<file path="src/pxc_pkg.sv">
// Package with map, field positions and reset values of the extended control bank
package pxc_pkg;
    // Register offsets on the management bus
    localparam logic [4:0] OFF_TBT_OPS  = 5'h12;
    localparam logic [4:0] OFF_EXT_A    = 5'h13;
    localparam logic [4:0] OFF_OUT_LED  = 5'h14;
    // Fields of ten_base_t_operations
    localparam int TBT_POL_INH  = 3;
    localparam int TBT_SQE_INH  = 2;
    localparam int TBT_LINK_INH = 1;
    localparam int TBT_SQL_INH  = 0;
    // Fields of extended_control_a
    localparam int EXT_NODE     = 15;
    localparam int EXT_SPD_SRC  = 14;
    localparam int EXT_RFAULT   = 13;
    localparam int EXT_BANK_HI  = 12;
    localparam int EXT_BANK_LO  = 11;
    localparam int EXT_RSVD_RO  = 10;
    localparam int EXT_XO_AUTO  = 9;
    localparam int EXT_XO_MAN   = 8;
    localparam int EXT_TRI      = 7;
    localparam int EXT_APD      = 0;
    // Reset values and write mask
    localparam logic [3:0]  TBT_OPS_RST = 4'h0;
    localparam logic [15:0] EXT_A_RST   = 16'h0201;
    localparam logic [15:0] OUT_LED_RST = 16'h3FE9;
    localparam logic [15:0] EXT_A_WMASK = 16'hDBFF;
    // Bank code that maps the extended set from 0x14 upward
    localparam logic [1:0]  BANK_EXT    = 2'h1;
    // Management frame figures
    localparam logic [5:0]  PRE_BITS    = 6'h20;
    localparam logic [4:0]  HDR_LAST    = 5'h0C;
    localparam logic [4:0]  DATA_LAST   = 5'h0F;
    localparam logic [1:0]  OP_RD       = 2'h2;
    localparam logic [1:0]  OP_WR       = 2'h1;
    // Management frame states
    typedef enum logic [2:0] {
        ST_PRE, ST_HDR, ST_TA, ST_RD, ST_WR
    } pxc_mgmt_state_e;
endpackage

</file>
<file path="src/pxc_ext_ctrl.sv">
// Extended control register bank behind the serial management port
`timescale 1ns/100ps

// Contract
// - Polarity inhibit set stops automatic polarity correction
// - SQE and squelch inhibits disable those functions
// - Link loss inhibit forces link pass
// - Speed source picks control bit or pin
// - Bank field 01 extends map; 1x equals 00
// - Tri-state bit floats line transmit outputs
// - Auto power-down bit resets one, enables power-down
module pxc_ext_ctrl #(
    parameter logic [4:0] PHY_ADDR = 5'h01
) (
    // Clock and reset
    input  wire logic        clk_sys_i,
    input  wire logic        sys_rst_i,
    // Management pins
    input  wire logic        mdc_i,
    input  wire logic        mdio_i,
    output logic             mdio_o,
    output logic             mdio_oe_n_o,
    // Straps and pins
    input  wire logic        strap_node_mode_i,
    input  wire logic        strap_speed_src_i,
    input  wire logic        speed_pin_i,
    // Core status and control
    input  wire logic        basic_speed_sel_i,
    input  wire logic        remote_fault_i,
    input  wire logic        link_pass_raw_i,
    // Controls to the line logic
    output logic             pol_correct_dis_o,
    output logic             sqe_test_dis_o,
    output logic             squelch_dis_o,
    output logic             link_pass_o,
    output logic             speed_100_o,
    output logic             repeater_mode_o,
    output logic [1:0]       bank_sel_o,
    output logic             crossover_auto_enable_o,
    output logic             crossover_manual_select_o,
    output logic             line_output_tristate_o,
    output logic             auto_powerdown_en_o,
    output logic [15:0]      out_led_ctrl_o
);
    // Two-stage synchronisers for every pin; mdc gets a third for edges
    logic [1:0] mdc_s_r, mdi_s_r, node_s_r, spds_s_r, spdp_s_r;
    logic       mdc_d_r;
    always_ff @(posedge clk_sys_i) begin
        mdc_s_r  <= {mdc_s_r[0], mdc_i};
        mdi_s_r  <= {mdi_s_r[0], mdio_i};
        node_s_r <= {node_s_r[0], strap_node_mode_i};
        spds_s_r <= {spds_s_r[0], strap_speed_src_i};
        spdp_s_r <= {spdp_s_r[0], speed_pin_i};
        mdc_d_r  <= mdc_s_r[1];
    end

    wire logic mdc_rise = mdc_s_r[1] & ~mdc_d_r;
    wire logic mdi      = mdi_s_r[1];

    // Register state
    logic [3:0]  ops_r, ops_nxt;
    logic [15:0] ext_r, ext_nxt;
    logic [15:0] led_r, led_nxt;
    logic        link_r, link_nxt;
    logic        spd_r, spd_nxt;

    // Frame engine state
    pxc_pkg::pxc_mgmt_state_e st_r, st_nxt;
    logic [5:0]  pre_r, pre_nxt;
    logic [4:0]  cnt_r, cnt_nxt;
    logic [15:0] sh_r, sh_nxt;
    logic        rd_r, rd_nxt;
    logic [4:0]  addr_r, addr_nxt;
    logic        oe_n_r, oe_n_nxt;
    logic        mdo_r, mdo_nxt;
    logic        wr_stb_r, wr_stb_nxt;
    logic [15:0] wr_data_r, wr_data_nxt;
    logic [15:0] rd_data;
    logic [15:0] ext_view;
    logic        ext_bank;

    // Live view of extended_control_a; read-only bits come from remote_fault_i and zero
    always_comb begin
        ext_view = ext_r;
        ext_view[pxc_pkg::EXT_RFAULT]  = remote_fault_i;
        ext_view[pxc_pkg::EXT_RSVD_RO] = 1'b0;
    end

    assign ext_bank = (ext_r[pxc_pkg::EXT_BANK_HI:pxc_pkg::EXT_BANK_LO]
                       == pxc_pkg::BANK_EXT);

    // Read mux; the extended set is not built here and reads zero
    always_comb begin
        rd_data = 16'h0000;
        if (addr_r == pxc_pkg::OFF_TBT_OPS) begin
            rd_data = {12'h000, ops_r};
        end else if (addr_r == pxc_pkg::OFF_EXT_A) begin
            rd_data = ext_view;
        end else if (addr_r == pxc_pkg::OFF_OUT_LED && !ext_bank) begin
            rd_data = led_r;
        end
    end

    // Frame engine: sampled on each rising management clock edge
    always_comb begin
        st_nxt      = st_r;
        pre_nxt     = pre_r;
        cnt_nxt     = cnt_r;
        sh_nxt      = sh_r;
        rd_nxt      = rd_r;
        addr_nxt    = addr_r;
        oe_n_nxt    = oe_n_r;
        mdo_nxt     = mdo_r;
        wr_stb_nxt  = 1'b0;
        wr_data_nxt = wr_data_r;
        if (mdc_rise) begin
            case (st_r)
                pxc_pkg::ST_PRE: begin
                    if (mdi) begin
                        if (pre_r != pxc_pkg::PRE_BITS) begin
                            pre_nxt = pre_r + 6'h01;
                        end
                    end else if (pre_r == pxc_pkg::PRE_BITS) begin
                        st_nxt  = pxc_pkg::ST_HDR;
                        cnt_nxt = 5'h00;
                    end else begin
                        pre_nxt = 6'h00;
                    end
                end
                pxc_pkg::ST_HDR: begin
                    sh_nxt  = {sh_r[14:0], mdi};
                    cnt_nxt = cnt_r + 5'h01;
                    if (cnt_r == pxc_pkg::HDR_LAST) begin
                        pre_nxt  = 6'h00;
                        cnt_nxt  = 5'h00;
                        rd_nxt   = (sh_nxt[11:10] == pxc_pkg::OP_RD);
                        addr_nxt = sh_nxt[4:0];
                        // Bad start, bad opcode or other address: drop it
                        if (sh_nxt[12] && sh_nxt[9:5] == PHY_ADDR &&
                            (sh_nxt[11:10] == pxc_pkg::OP_RD ||
                             sh_nxt[11:10] == pxc_pkg::OP_WR)) begin
                            st_nxt = pxc_pkg::ST_TA;
                        end else begin
                            st_nxt = pxc_pkg::ST_PRE;
                        end
                    end
                end
                pxc_pkg::ST_TA: begin
                    if (cnt_r == 5'h00) begin
                        cnt_nxt = 5'h01;
                        // Drive the turnaround zero only on reads
                        if (rd_r) begin
                            oe_n_nxt = 1'b0;
                            mdo_nxt  = 1'b0;
                        end
                    end else begin
                        cnt_nxt = 5'h00;
                        if (rd_r) begin
                            sh_nxt  = rd_data;
                            mdo_nxt = rd_data[15];
                            st_nxt  = pxc_pkg::ST_RD;
                        end else begin
                            st_nxt  = pxc_pkg::ST_WR;
                        end
                    end
                end
                pxc_pkg::ST_RD: begin
                    cnt_nxt = cnt_r + 5'h01;
                    sh_nxt  = {sh_r[14:0], 1'b0};
                    mdo_nxt = sh_r[14];
                    if (cnt_r == pxc_pkg::DATA_LAST) begin
                        oe_n_nxt = 1'b1;
                        mdo_nxt  = 1'b0;
                        st_nxt   = pxc_pkg::ST_PRE;
                    end
                end
                pxc_pkg::ST_WR: begin
                    cnt_nxt = cnt_r + 5'h01;
                    sh_nxt  = {sh_r[14:0], mdi};
                    if (cnt_r == pxc_pkg::DATA_LAST) begin
                        wr_stb_nxt  = 1'b1;
                        wr_data_nxt = sh_nxt;
                        st_nxt      = pxc_pkg::ST_PRE;
                    end
                end
                default: begin
                    st_nxt = pxc_pkg::ST_PRE;
                end
            endcase
        end
    end

    // Frame engine registers; the pin is released in reset
    always_ff @(posedge clk_sys_i) begin
        if (sys_rst_i) begin
            st_r      <= pxc_pkg::ST_PRE;
            pre_r     <= 6'h00;
            cnt_r     <= 5'h00;
            sh_r      <= 16'h0000;
            rd_r      <= 1'b0;
            addr_r    <= 5'h00;
            oe_n_r    <= 1'b1;
            mdo_r     <= 1'b0;
            wr_stb_r  <= 1'b0;
            wr_data_r <= 16'h0000;
        end else begin
            st_r      <= st_nxt;
            pre_r     <= pre_nxt;
            cnt_r     <= cnt_nxt;
            sh_r      <= sh_nxt;
            rd_r      <= rd_nxt;
            addr_r    <= addr_nxt;
            oe_n_r    <= oe_n_nxt;
            mdo_r     <= mdo_nxt;
            wr_stb_r  <= wr_stb_nxt;
            wr_data_r <= wr_data_nxt;
        end
    end

    // Register writes and derived controls
    always_comb begin
        ops_nxt = ops_r;
        ext_nxt = ext_r;
        led_nxt = led_r;
        if (wr_stb_r) begin
            if (addr_r == pxc_pkg::OFF_TBT_OPS) begin
                // low nibble holds the four inhibits
                ops_nxt = wr_data_r[3:0];
            end else if (addr_r == pxc_pkg::OFF_EXT_A) begin
                // reserved bits stored, read-only bits cleared
                ext_nxt = wr_data_r & pxc_pkg::EXT_A_WMASK;
            end else if (addr_r == pxc_pkg::OFF_OUT_LED && !ext_bank) begin
                // codes 00 and 1x reach this register
                led_nxt = wr_data_r;
            end
        end
        link_nxt = link_pass_raw_i | ops_r[pxc_pkg::TBT_LINK_INH];
        // speed from pin or from the basic control bit
        spd_nxt  = ext_r[pxc_pkg::EXT_SPD_SRC] ? spdp_s_r[1]
                                               : basic_speed_sel_i;
    end

    // Register state; straps are caught while reset is held
    always_ff @(posedge clk_sys_i) begin
        if (sys_rst_i) begin
            ops_r  <= pxc_pkg::TBT_OPS_RST;
            ext_r  <= pxc_pkg::EXT_A_RST |
                      {node_s_r[1], spds_s_r[1], 14'h0000};
            led_r  <= pxc_pkg::OUT_LED_RST;
            link_r <= 1'b0;
            spd_r  <= 1'b0;
        end else begin
            ops_r  <= ops_nxt;
            ext_r  <= ext_nxt;
            led_r  <= led_nxt;
            link_r <= link_nxt;
            spd_r  <= spd_nxt;
        end
    end

    // Outputs straight from flops
    assign mdio_o                    = mdo_r;
    assign mdio_oe_n_o               = oe_n_r;
    // inhibit controls to the 10Base-T logic
    assign pol_correct_dis_o         = ops_r[pxc_pkg::TBT_POL_INH];
    assign sqe_test_dis_o            = ops_r[pxc_pkg::TBT_SQE_INH];
    assign squelch_dis_o             = ops_r[pxc_pkg::TBT_SQL_INH];
    assign link_pass_o               = link_r;
    assign speed_100_o               = spd_r;
    assign repeater_mode_o           = ext_r[pxc_pkg::EXT_NODE];
    assign bank_sel_o = ext_r[pxc_pkg::EXT_BANK_HI:pxc_pkg::EXT_BANK_LO];
    assign crossover_auto_enable_o   = ext_r[pxc_pkg::EXT_XO_AUTO];
    assign crossover_manual_select_o = ext_r[pxc_pkg::EXT_XO_MAN];
    // tri-state control to the line driver
    assign line_output_tristate_o    = ext_r[pxc_pkg::EXT_TRI];
    assign auto_powerdown_en_o       = ext_r[pxc_pkg::EXT_APD];
    assign out_led_ctrl_o            = led_r;

    // Checks
    property p_pol_wr;
        @(posedge clk_sys_i) disable iff (sys_rst_i)
        wr_stb_r && addr_r == pxc_pkg::OFF_TBT_OPS
        |=> pol_correct_dis_o == $past(wr_data_r[3]);
    endproperty
    a_pol_wr: assert property (p_pol_wr) else $error("pol inhibit");

    property p_sqe_sql;
        @(posedge clk_sys_i) disable iff (sys_rst_i)
        wr_stb_r && addr_r == pxc_pkg::OFF_TBT_OPS
        |=> sqe_test_dis_o == $past(wr_data_r[2]) &&
            squelch_dis_o == $past(wr_data_r[0]);
    endproperty
    a_sqe_sql: assert property (p_sqe_sql) else $error("sqe/squelch");

    property p_link_inh;
        @(posedge clk_sys_i) disable iff (sys_rst_i)
        ops_r[pxc_pkg::TBT_LINK_INH] |=> link_pass_o;
    endproperty
    a_link_inh: assert property (p_link_inh) else $error("link pass");

    property p_spd_pin;
        @(posedge clk_sys_i) disable iff (sys_rst_i)
        ext_r[pxc_pkg::EXT_SPD_SRC] |=> speed_100_o == $past(spdp_s_r[1]);
    endproperty
    a_spd_pin: assert property (p_spd_pin) else $error("speed pin");

    property p_spd_bit;
        @(posedge clk_sys_i) disable iff (sys_rst_i)
        !ext_r[pxc_pkg::EXT_SPD_SRC]
        |=> speed_100_o == $past(basic_speed_sel_i);
    endproperty
    a_spd_bit: assert property (p_spd_bit) else $error("speed bit");

    property p_bank_ext;
        @(posedge clk_sys_i) disable iff (sys_rst_i)
        wr_stb_r && addr_r == pxc_pkg::OFF_OUT_LED && ext_bank
        |=> $stable(out_led_ctrl_o);
    endproperty
    a_bank_ext: assert property (p_bank_ext) else $error("bank 01");

    property p_bank_base;
        @(posedge clk_sys_i) disable iff (sys_rst_i)
        wr_stb_r && addr_r == pxc_pkg::OFF_OUT_LED && !ext_bank
        |=> out_led_ctrl_o == $past(wr_data_r);
    endproperty
    a_bank_base: assert property (p_bank_base) else $error("bank 0");

    property p_tri;
        @(posedge clk_sys_i) disable iff (sys_rst_i)
        wr_stb_r && addr_r == pxc_pkg::OFF_EXT_A
        |=> line_output_tristate_o == $past(wr_data_r[7]);
    endproperty
    a_tri: assert property (p_tri) else $error("tri-state");

    property p_apd_rst;
        @(posedge clk_sys_i) $fell(sys_rst_i) |-> auto_powerdown_en_o;
    endproperty
    a_apd_rst: assert property (p_apd_rst) else $error("apd reset");

    property p_rsvd;
        @(posedge clk_sys_i) disable iff (sys_rst_i)
        wr_stb_r && addr_r == pxc_pkg::OFF_EXT_A
        |=> ext_r[6:1] == $past(wr_data_r[6:1]) &&
            auto_powerdown_en_o == $past(wr_data_r[0]);
    endproperty
    a_rsvd: assert property (p_rsvd) else $error("reserved");

    property p_rd_frame;
        @(posedge clk_sys_i) disable iff (sys_rst_i)
        st_r == pxc_pkg::ST_RD;
    endproperty
    c_rd_frame: cover property (p_rd_frame);

    property p_wr_frame;
        @(posedge clk_sys_i) disable iff (sys_rst_i) wr_stb_r;
    endproperty
    c_wr_frame: cover property (p_wr_frame);

    property p_bank_sel;
        @(posedge clk_sys_i) disable iff (sys_rst_i) ext_bank;
    endproperty
    c_bank_sel: cover property (p_bank_sel);
endmodule

</file>
<file path="config.mk">
export PLATFORM = sky130hd
export DESIGN_NAME = pxc_ext_ctrl
export DESIGN_NICKNAME = d
export VERILOG_FILES = /design/src/pxc_pkg.sv /design/src/pxc_ext_ctrl.sv
export SDC_FILE = /design/constraint.sdc
export NUM_CORES = 1
export LEC_CHECK = 0
export BUFFER_PORTS_ARGS = -buffer_cell sky130_fd_sc_hd__buf_2
export CAP_MARGIN = 20
export CORE_ASPECT_RATIO = 1.2
export CORE_MARGIN = 2
export CORE_UTILIZATION = 60
export CTS_CLUSTER_DIAMETER = 200
export CTS_CLUSTER_SIZE = 30
export DETAILED_ROUTE_END_ITERATION = 10
export PLACE_DENSITY = 0.9
export SETUP_SLACK_MARGIN = 0.3
export SYNTH_ARGS = -nofsm -noshare
export SYNTH_HDL_FRONTEND = slang
export SYNTH_SLANG_ARGS = --single-unit
</file>
<file path="constraint.sdc">
create_clock -name clk_sys_i -period 3.2 [get_ports clk_sys_i]
set_input_delay 0.32 -clock clk_sys_i [delete_from_list [all_inputs] [get_ports clk_sys_i]]
set_output_delay 0.32 -clock clk_sys_i [all_outputs]
set_load 0.01 [all_outputs]
</file>
== Word level (Yosys, flattened, before mapping) ==
Cells that the tools add are included.
Cells by class
  bitwise logic cells: 7
  muxes and demuxes: 38
  reduce and logical (&&, ||, !) cells: 28
  $add $sub $neg: 2
  eq/ne operators: 26
Operators with widths (number)
  $mux 16: 7
  $pmux 15 s3: 1
  $mux 15: 2
  $mux 6: 4
  $pmux 5 s4: 1
  $mux 3: 6
  $ne 2x2->1 const B: 8
  $eq 5x5->1 const B: 3
  $mux 5: 3
  $reduce_and 3->1: 5
  $pmux 3 s4: 1
  $pmux 6 s2: 1
  $reduce_and 4->1: 3
  $eq 5x4->1 const B: 2
  $reduce_and 5->1: 2
  $mux 1: 9
  $reduce_bool 2->1: 4
  $add 6x1->6 const B: 1
  $eq 3x2->1 const B: 2
  $eq 6x6->1 const B: 1
  $ne 3x3->1 const B: 2
  $ne 6x6->1 const B: 1
  $reduce_and 6->1: 1
  $add 5x1->5 const B: 1
  21 further kinds: 30
Storage, ports and cells
  flip-flop bits (word level): 101
  input bits: 10
  output and inout bits: 30

== Depth between registers and ports, before layout ==
Gate-level depths: netlist (run 1).
  depth in word-level cells: 9
  depth in mapped cells: 8

== Worst setup path before layout (run 1) ==
OpenSTA, ideal clock, no wires.
  path type: flip-flop to flip-flop
  from: register cnt_r[0]
  to: register wr_data_r[11]
  required time: 3.130 ns
  path buffers: 1
  arrival: 1.751 ns
  path slack: 1.378 ns
  library setup time: 0.070 ns
  stages on the path, launching flop included: 9
  path through: dfxtp_1 > ha_1 > and3_1 > ha_1 > nand2_1 > nor4_2 > buf_2 > nand2_1 > a21oi_1
On the way
  longest elaborated chain between the ends: 2
RTL lines
  start: declaration: RTL line pxc_ext_ctrl.sv:70  | logic [4:0] cnt_r, cnt_nxt;
  start signal: assignment: RTL line pxc_ext_ctrl.sv:209  | cnt_r <= cnt_nxt;
  $eq 5x4->1: RTL line pxc_ext_ctrl.sv:180  | if (cnt_r == pxc_pkg::DATA_LAST) begin
  $reduce_and 3->1 (no line)
  end signal: assignment: RTL line pxc_ext_ctrl.sv:216  | wr_data_r <= wr_data_nxt;
  end: declaration: RTL line pxc_ext_ctrl.sv:77  | logic [15:0] wr_data_r, wr_data_nxt;
Every way passes these cells.
A chain may end at the register's enable or synchronous reset.

== Final worst setup path (run 1) ==
  from: register st_r[0]
  to: register sh_r[7]
On the way
  longest elaborated chain between the ends: 4
  elaborated cells on any way between the ends: 10
  classes of those cells: 6 x eq/ne; 1 x mux; 3 x reduce/logical
RTL lines
  start: declaration: RTL line pxc_ext_ctrl.sv:68  | pxc_pkg::pxc_mgmt_state_e st_r, st_nxt;
  start signal: assignment: RTL line pxc_ext_ctrl.sv:196  | st_r <= pxc_pkg::ST_PRE;
  start signal: assignment: RTL line pxc_ext_ctrl.sv:207  | st_r <= st_nxt;
  $eq 3x3->1 or $eq 3x1->1 (tied branches): RTL line pxc_ext_ctrl.sv:117  | case (st_r)
  $reduce_or 2->1 (no line)
  $reduce_bool 3->1 (no line)
  $reduce_and 4->1 (no line)
  end signal: assignment: RTL line pxc_ext_ctrl.sv:210  | sh_r <= sh_nxt;
  end: declaration: RTL line pxc_ext_ctrl.sv:71  | logic [15:0] sh_r, sh_nxt;
Parallel ways exist; a longest one is shown, timed or not.

==> summary.txt, run 1 <==
Logic synthesis
  • Main area contributors after synthesis: dfxtp_1, nand2_1, nor2_1, mux2i_1, a21oi_1
  • Post-synth EDFFs: 2
  • Yosys warns: 0
  • Top-count cell post-synth: dfxtp_1
  • Syn Area/Cell: 8.84 µm²
  • Synthesized netlist net count: 510
  • Top cell type's share of synthesized area: 45.4%
  • Sequential area share after synthesis: 46.8%
  • Register bit total from synthesis: 101
  • Synth cell count leaders: dfxtp_1, nand2_1, nor2_1
  • Area leader, netlist: dfxtp_1
  • Synth Cell Area: 4370 µm²
  • Prevailing post-synth register cell: dfxtp_1
  • Post-synth ARST share: 0%
  • Mapped Cells: 494
  • Count of cell types in the netlist: 64

Routing
  • WL final: 10.1 mm
  • Mean routed wirelength per cell: 16.5 µm
  • 1st-iter DRT viols: 461
  • Drt first pass iters: 5
  • DRC violations left: 0
  • Vias post-DR: 3,762
  • Average vias per placed instance: 6.19
  • Antenna-violating nets left: 0

Timing
  • Max Slew Vio Count: 0
  • Tcrit/Tclk final: 75.3%
  • Max_slew headroom: 41.7%
  • Final Setup Violations: 0
  • Unrepaired setup endpoints after global routing: no
  • Final setup TNS: 0 ns
  • Clock skew: 0.0137 ns
  • Final Hold Viols: 0
  • Slew @ Worst Pin: 0.874 ns
  • Tmin final: 2.41 ns
  • Fmax: 0.415 GHz

Final layout
  • Final-layout fill cell count: 569
  • Layout Nets: 529
  • N_diodes: 0
  • Area growth, synth to finish: 7.79%
  • Layout cell share with drive strength beyond 1: 14.1%
  • Multi-input combinational cell area: 2090 µm²
  • Storage cell area: 2040 µm²

CTS
  • TritonCTS buffer count: 9
  • Root Driver: clkbuf_8
  • Worst-skew pair later-pin latency: 0.38 ns
  • Clock Pin Slew Worst Setup and Hold Paths: 0.11 ns
  • Clock Tree Buf Depth: 2
  • H-tree levels: 3
  • CTS tree: built
  • Post-CTS Resized: 0
  • Cts hold-fix bufs: 0
  • Setup Buffers After CTS: 0
  • Clk sinks: 101

Global route
  • Global Route Usage Sum: 26.7%
  • Vias in the first global route: 3,561
  • First-pass GRT wire length: 16.8 mm
  • Largest net degree at the start of global routing: 52
  • Antenna violations before repair: 0
  • Overflow after GRT: 0

Setup path
  • CP Launch Type: flop
  • Worst Path Required: 3.48 ns
  • Crit path DAT: 2.69 ns
  • Critical path peak fanout: 20
  • Critical path class: reg2reg
  • R2R depth: 5
  • CP Capture Type: flop

Pwr
  • Post-route total power: 2.11 mW
  • Maximum vdd drop: 0.000341 V
  • PwrDens: 448 nW/µm²
  • LEAKAGE: 1.84 nW

Floorplan
  • Die Ht: 97.5 µm
  • CORE AREA: 7150 µm²
  • Rows: 34
  • Initial core utilization: 61.1%
  • Top Ports: 40
  • Die X: 81.9 µm
  • Die ar.: 7980 µm²

Placed design
  • DP HPWL: 6.95 mm
  • PortBufs: 39
  • RD Place Congestion: 0.929

Job
  • Max-cap viol count: 0

Min path
  • Hold WC Path Type: in2reg
  • Hold depth: 1

Run status
  • Status: finished clean
-- cell families (layout without fill, tap and decap cells) --
logic type	after synthesis	after routing	share of synthesized area [%]
mux	19	19	4.36
xor+xnor	3	3	0.602
fa+ha+maj	6	6	1.72
compound gates	107	107	17.5
flops	101	101	46.8
simple gates	210	210	23.7
buf+inv	48	72	5.36
-- metal layers --
layer  wire [µm]  GRT usage [%]  part of all wire, %  vias to the layer above
met5           0              0                    0                        -
met2        4930           43.3                   49                      170
met3         661           5.30                  6.6                       34
li1            -              -                    -                     1773
met4         307           11.0                  3.1                        0
met1        4160           34.2                   41                     1785
-- registers in the layout (all words and copies together) (netlist names), 3 cells and up --
name / cells
out_led_ctrl_o: 16
st_r: 3
cnt_r: 5
ext_r: 14
sh_r: 15
ops_r: 4
pre_r: 6
addr_r: 5
wr_data_r: 16
-- through the flow --
step	std cells	hold WS, ns	area, µm²	setup WS [ns]	utilization (%)
2_1_floorplan	494	0.310	4370	1.38	-
3_3_place_gp	592	0.310	4520	1.00	63.2
3_5_place_dp	592	0.315	4520	0.945	63.2
4_1_cts	608	0.0284	4710	0.872	65.9
5_1_grt	608	0.0209	4710	0.602	65.9
6_report	608	0.0319	4710	0.789	65.9
-- critical path, cell delays in order, from the launching register on --
cell	delay [ns]
dfxtp_1	0.77
nor2_1	0.21
a21oi_1	0.45
and2_1	0.45
a222oi_1	0.18
a211oi_1	0.26
-- worst paths after layout --
check	start	end	slack (ns)
setup reg to reg	st_r[0]	sh_r[7]	0.79
setup / recovery	st_r[0]	sh_r[7]	0.79
hold reg to reg	mdi_s_r[0]	mdi_s_r[1]	0.33
hold / removal	speed_pin_i	spdp_s_r[0]	0.03
-- cell usage in the layout (no fill, tap or decap), types with 3 or more instances in the layout --
master     count
a211oi_1      12
a21oi_1       37
a222oi_1       8
a22oi_1        3
and3_1         5
buf_2         39
buf_4          4
clkbuf_8       9
dfxtp_1       99
ha_1           6
inv_1         13
mux2i_1       19
nand2_1       85
nand2b_1       7
nand3_1        9
nand3b_1      12
nand4_1        4
nor2_1        55
nor2b_1        8
nor3_1         4
o211ai_1       3
o21ai_0       10
o21ai_1        3
o2bb2ai_1      4
xor2_1         3
-- cell type report --
| class | instances | area share [%] |
|---|---|---|
| Inverter | 13 | 1.04 |
| Clock buffer | 9 | 2.63 |
| Clock inverter | 7 | 1.36 |
| Multi-Input combinational cell | 345 | 44.4 |
| Sequential cell | 101 | 43.4 |
| Timing Repair Buffer | 43 | 4.78 |
| Tap cell | 90 | 2.39 |
-- report_power, final --
part	switching, mW	internal [mW]	leakage, nW
Combinational	0.0332	0.0172	0.932
Sequential	0.00589	1.27	0.823
Clock	0.481	0.300	0.0903
Power figures use the tool's default switching activity.
==> run 2: changes to the inputs <==
Settings changed: ABC_AREA set to 1, CORE_UTILIZATION 60 to 59, PLACE_DENSITY 0.9 to 0.89.
Clock period 3.2 ns to 2.4 ns, I/O delays scaled along.
==> run 2 against run 1 <==
First-iteration DRC count decreased by 18%. Critical path depth increased by 6. Synthesized cell count increased by 28%. Highest routed layer unchanged. Largest power group unchanged. Critical endpoint is now sh_r[4]. Total power increased by 35%.
==> summary.txt, run 2 <==
Setup path
  • CP Launch Type: flop
  • Worst Path Required: 2.67 ns
  • Crit-path cells: inv_1 -> ha_1 -> nand2_1 -> nor2_1 -> nand2_1 -> nand2_1 -> a21oi_4 -> buf_4 -> nand2_1 -> nor2_1 -> nor2_1
  • R2R depth: 11
  • Critical Path Max Stage Delay: 0.39 ns
  • CP most frequent cell: nand2_1
  • Crit path DAT: 2.14 ns
  • Internal reg-to-reg setup slack: 0.53 ns
  • Critical path class: reg2reg
  • CP Capture Type: flop
  • FF-to-FF Start: cnt_r[0]
  • R2r endpoint: sh_r[4]
  • CP max stage cell: dfxtp_1
  • Critical path peak fanout: 30

Global route
  • Global Route Usage Sum: 26.8%
  • Largest net degree at the start of global routing: 59
  • Antenna violations before repair: 0
  • Overflow after GRT: 0
  • Vias in the first global route: 4,002
  • First-pass GRT wire length: 18.1 mm

Placed design
  • PortBufs: 39
  • DP HPWL: 7.33 mm
  • RD Place Congestion: 0.928
  • Post-place setup slack: 0.607 ns

Routing
  • Antenna-violating nets left: 0
  • Average vias per placed instance: 5.55
  • WL final: 10.8 mm
  • 1st-iter DRT viols: 378
  • Drt first pass iters: 5
  • Mean routed wirelength per cell: 14.1 µm
  • DRC violations left: 0
  • Vias post-DR: 4,235

Logic synthesis
  • Post-synth ARST share: 0%
  • Top-count cell post-synth: nand2_1
  • Main area contributors after synthesis: dfxtp_1, nand2_1, nor2_1, nand3_1, a21oi_1
  • Sequential area share after synthesis: 46.0%
  • Area leader, netlist: dfxtp_1
  • Synth cell count leaders: nand2_1, nor2_1, dfxtp_1
  • Synthesized netlist net count: 649
  • Synth Cell Area: 4440 µm²
  • Mapped Cells: 633
  • Prevailing post-synth register cell: dfxtp_1
  • Register bit total from synthesis: 101
  • Count of cell types in the netlist: 34
  • Syn Area/Cell: 7.01 µm²
  • Top cell type's share of synthesized area: 44.6%
  • Yosys warns: 0
  • Post-synth EDFFs: 2

Final layout
  • Layout Nets: 684
  • Post-layout util: 67.6%
  • Final-layout fill cell count: 622
  • N_diodes: 0
  • Multi-input combinational cell area: 2070 µm²
  • Most frequent cells in the layout: nand2_1, nor2_1, dfxtp_1
  • Storage cell area: 2040 µm²
  • Most common cell after layout, fill and taps aside: nand2_1
  • Layout cell share with drive strength beyond 1: 11.9%
  • Area growth, synth to finish: 10.7%

Timing
  • Fmax: 0.535 GHz
  • Final setup margin: 0.531 ns
  • Max Slew Vio Count: 0
  • WHS: 0.0779 ns
  • Max_slew headroom: 60.2%
  • Tmin final: 1.87 ns
  • Final Hold Viols: 0
  • Clock skew: 0.0120 ns
  • Final setup TNS: 0 ns
  • Slew @ Worst Pin: 0.593 ns
  • Final Setup Violations: 0
  • Tcrit/Tclk final: 77.9%
  • Unrepaired setup endpoints after global routing: no

Pwr
  • P_int: 2.13 mW
  • Post-route total power: 2.84 mW
  • LEAKAGE: 2.10 nW
  • PwrDens: 578 nW/µm²
  • Sequential Power Share: 60.1%
  • Total net switching power: 0.706 mW
  • Maximum vdd drop: 0.000416 V
  • Gate power share: 3.1%
  • Clock Power Share: 36.8%
  • Switching power share of the total: 24.9%

Run status
  • Status: finished clean

Floorplan
  • Die Ht: 99.0 µm
  • Top Ports: 40
  • Die X: 83.2 µm
  • Initial core utilization: 61.0%
  • Die ar.: 8240 µm²
  • Rows: 34
  • CORE AREA: 7270 µm²

CTS
  • Root Driver: clkbuf_8
  • Worst-skew pair later-pin latency: 0.37 ns
  • H-tree levels: 3
  • Clock Tree Buf Depth: 2
  • Post-CTS Resized: 0
  • Setup Buffers After CTS: 0
  • Clk sinks: 101
  • CTS tree: built
  • Clock Pin Slew Worst Setup and Hold Paths: 0.11 ns
  • Cts hold-fix bufs: 5
  • TritonCTS buffer count: 9

Job
  • Max-cap viol count: 0

Min path
  • Hold depth: 3
  • Hold WC Path Type: in2reg
  • Worst Hold Launch: link_pass_raw_i
  • Hold Path End: link_pass_o
[run 2: cell types whose count changed after synthesis, moves of 8 or more]
cell      previous run  this run
a211oi_1            12         2
a222oi_1             8         0
inv_1               13        46
mux2i_1             19         0
nand2_1             85       153
nand3_1              9        47
nand3b_1            12         1
nor2_1              55       111
nor2b_1              8         0
o21ai_0             10        41
o21ai_1              3        19
[run 2: layout make-up]
type	instances	area share [%]
Clock buffer	9	2.52
Clock inverter	7	1.40
Inverter	52	3.97
Multi-Input combinational cell	452	42.1
Sequential cell	101	41.5
Tap cell	90	2.29
Timing Repair Buffer	52	6.21
[run 2: logic make-up after synthesis]
| group | share of synthesized area (%) |
|---|---|
| AND/OR/NAND/NOR | 31.1 |
| AO/OA/AOI/OAI | 13.6 |
| flip-flops | 46.0 |
| buffers and inverters | 7.41 |
| adder cells (fa/ha/maj) | 1.69 |
| XOR/XNOR | 0.197 |
[run 2: worst max path at each step]
| stage | slack (ns) | to | startpoint |
|---|---|---|---|
| after floorplan | 0.82 | wr_data_r[11] | cnt_r[0] |
| after global placement | 0.67 | sh_r[0] | cnt_r[0] |
| after detailed placement | 0.61 | sh_r[13] | cnt_r[0] |
| after CTS | 0.54 | sh_r[4] | cnt_r[0] |
| after global routing | 0.34 | sh_r[11] | cnt_r[0] |
| final | 0.53 | sh_r[4] | cnt_r[0] |
[run 2: metal layers]
metal  GRT usage [%]  share of wire [%]  vias to the layer above
li1                -                  -                     2098
met1            33.3                 43                     1963
met2            46.9                 50                      154
met3            3.77                5.8                       20
met4            10.8                1.6                        0
met5               0                  0                        -
[run 2: critical path, delay by kind of cell (launching register included)]
family	cells	cell delay, ns
buffers and inverters	2	0.40
AOI/OAI and AO/OA	1	0.11
and+or+nand+nor	7	0.66
adders and majority gates	1	0.21
DFF	1	0.39
[run 2: through the flow]
step / cells / instance area (µm²)
4_1_cts: 763 / 4920
3_3_place_gp: 742 / 4670
5_1_grt: 763 / 4920
6_report: 763 / 4920
2_1_floorplan: 633 / 4440
3_5_place_dp: 742 / 4670
[run 2: power by group through the flow]
stage               clock (mW)  combinational (mW)  sequential, mW
floorplan                    0              0.0560            1.74
global placement             0              0.0776            1.74
detailed placement           0              0.0793            1.75
CTS                       1.05              0.0858            1.71
global route              1.12              0.0968            1.71
finish                    1.05              0.0868            1.71
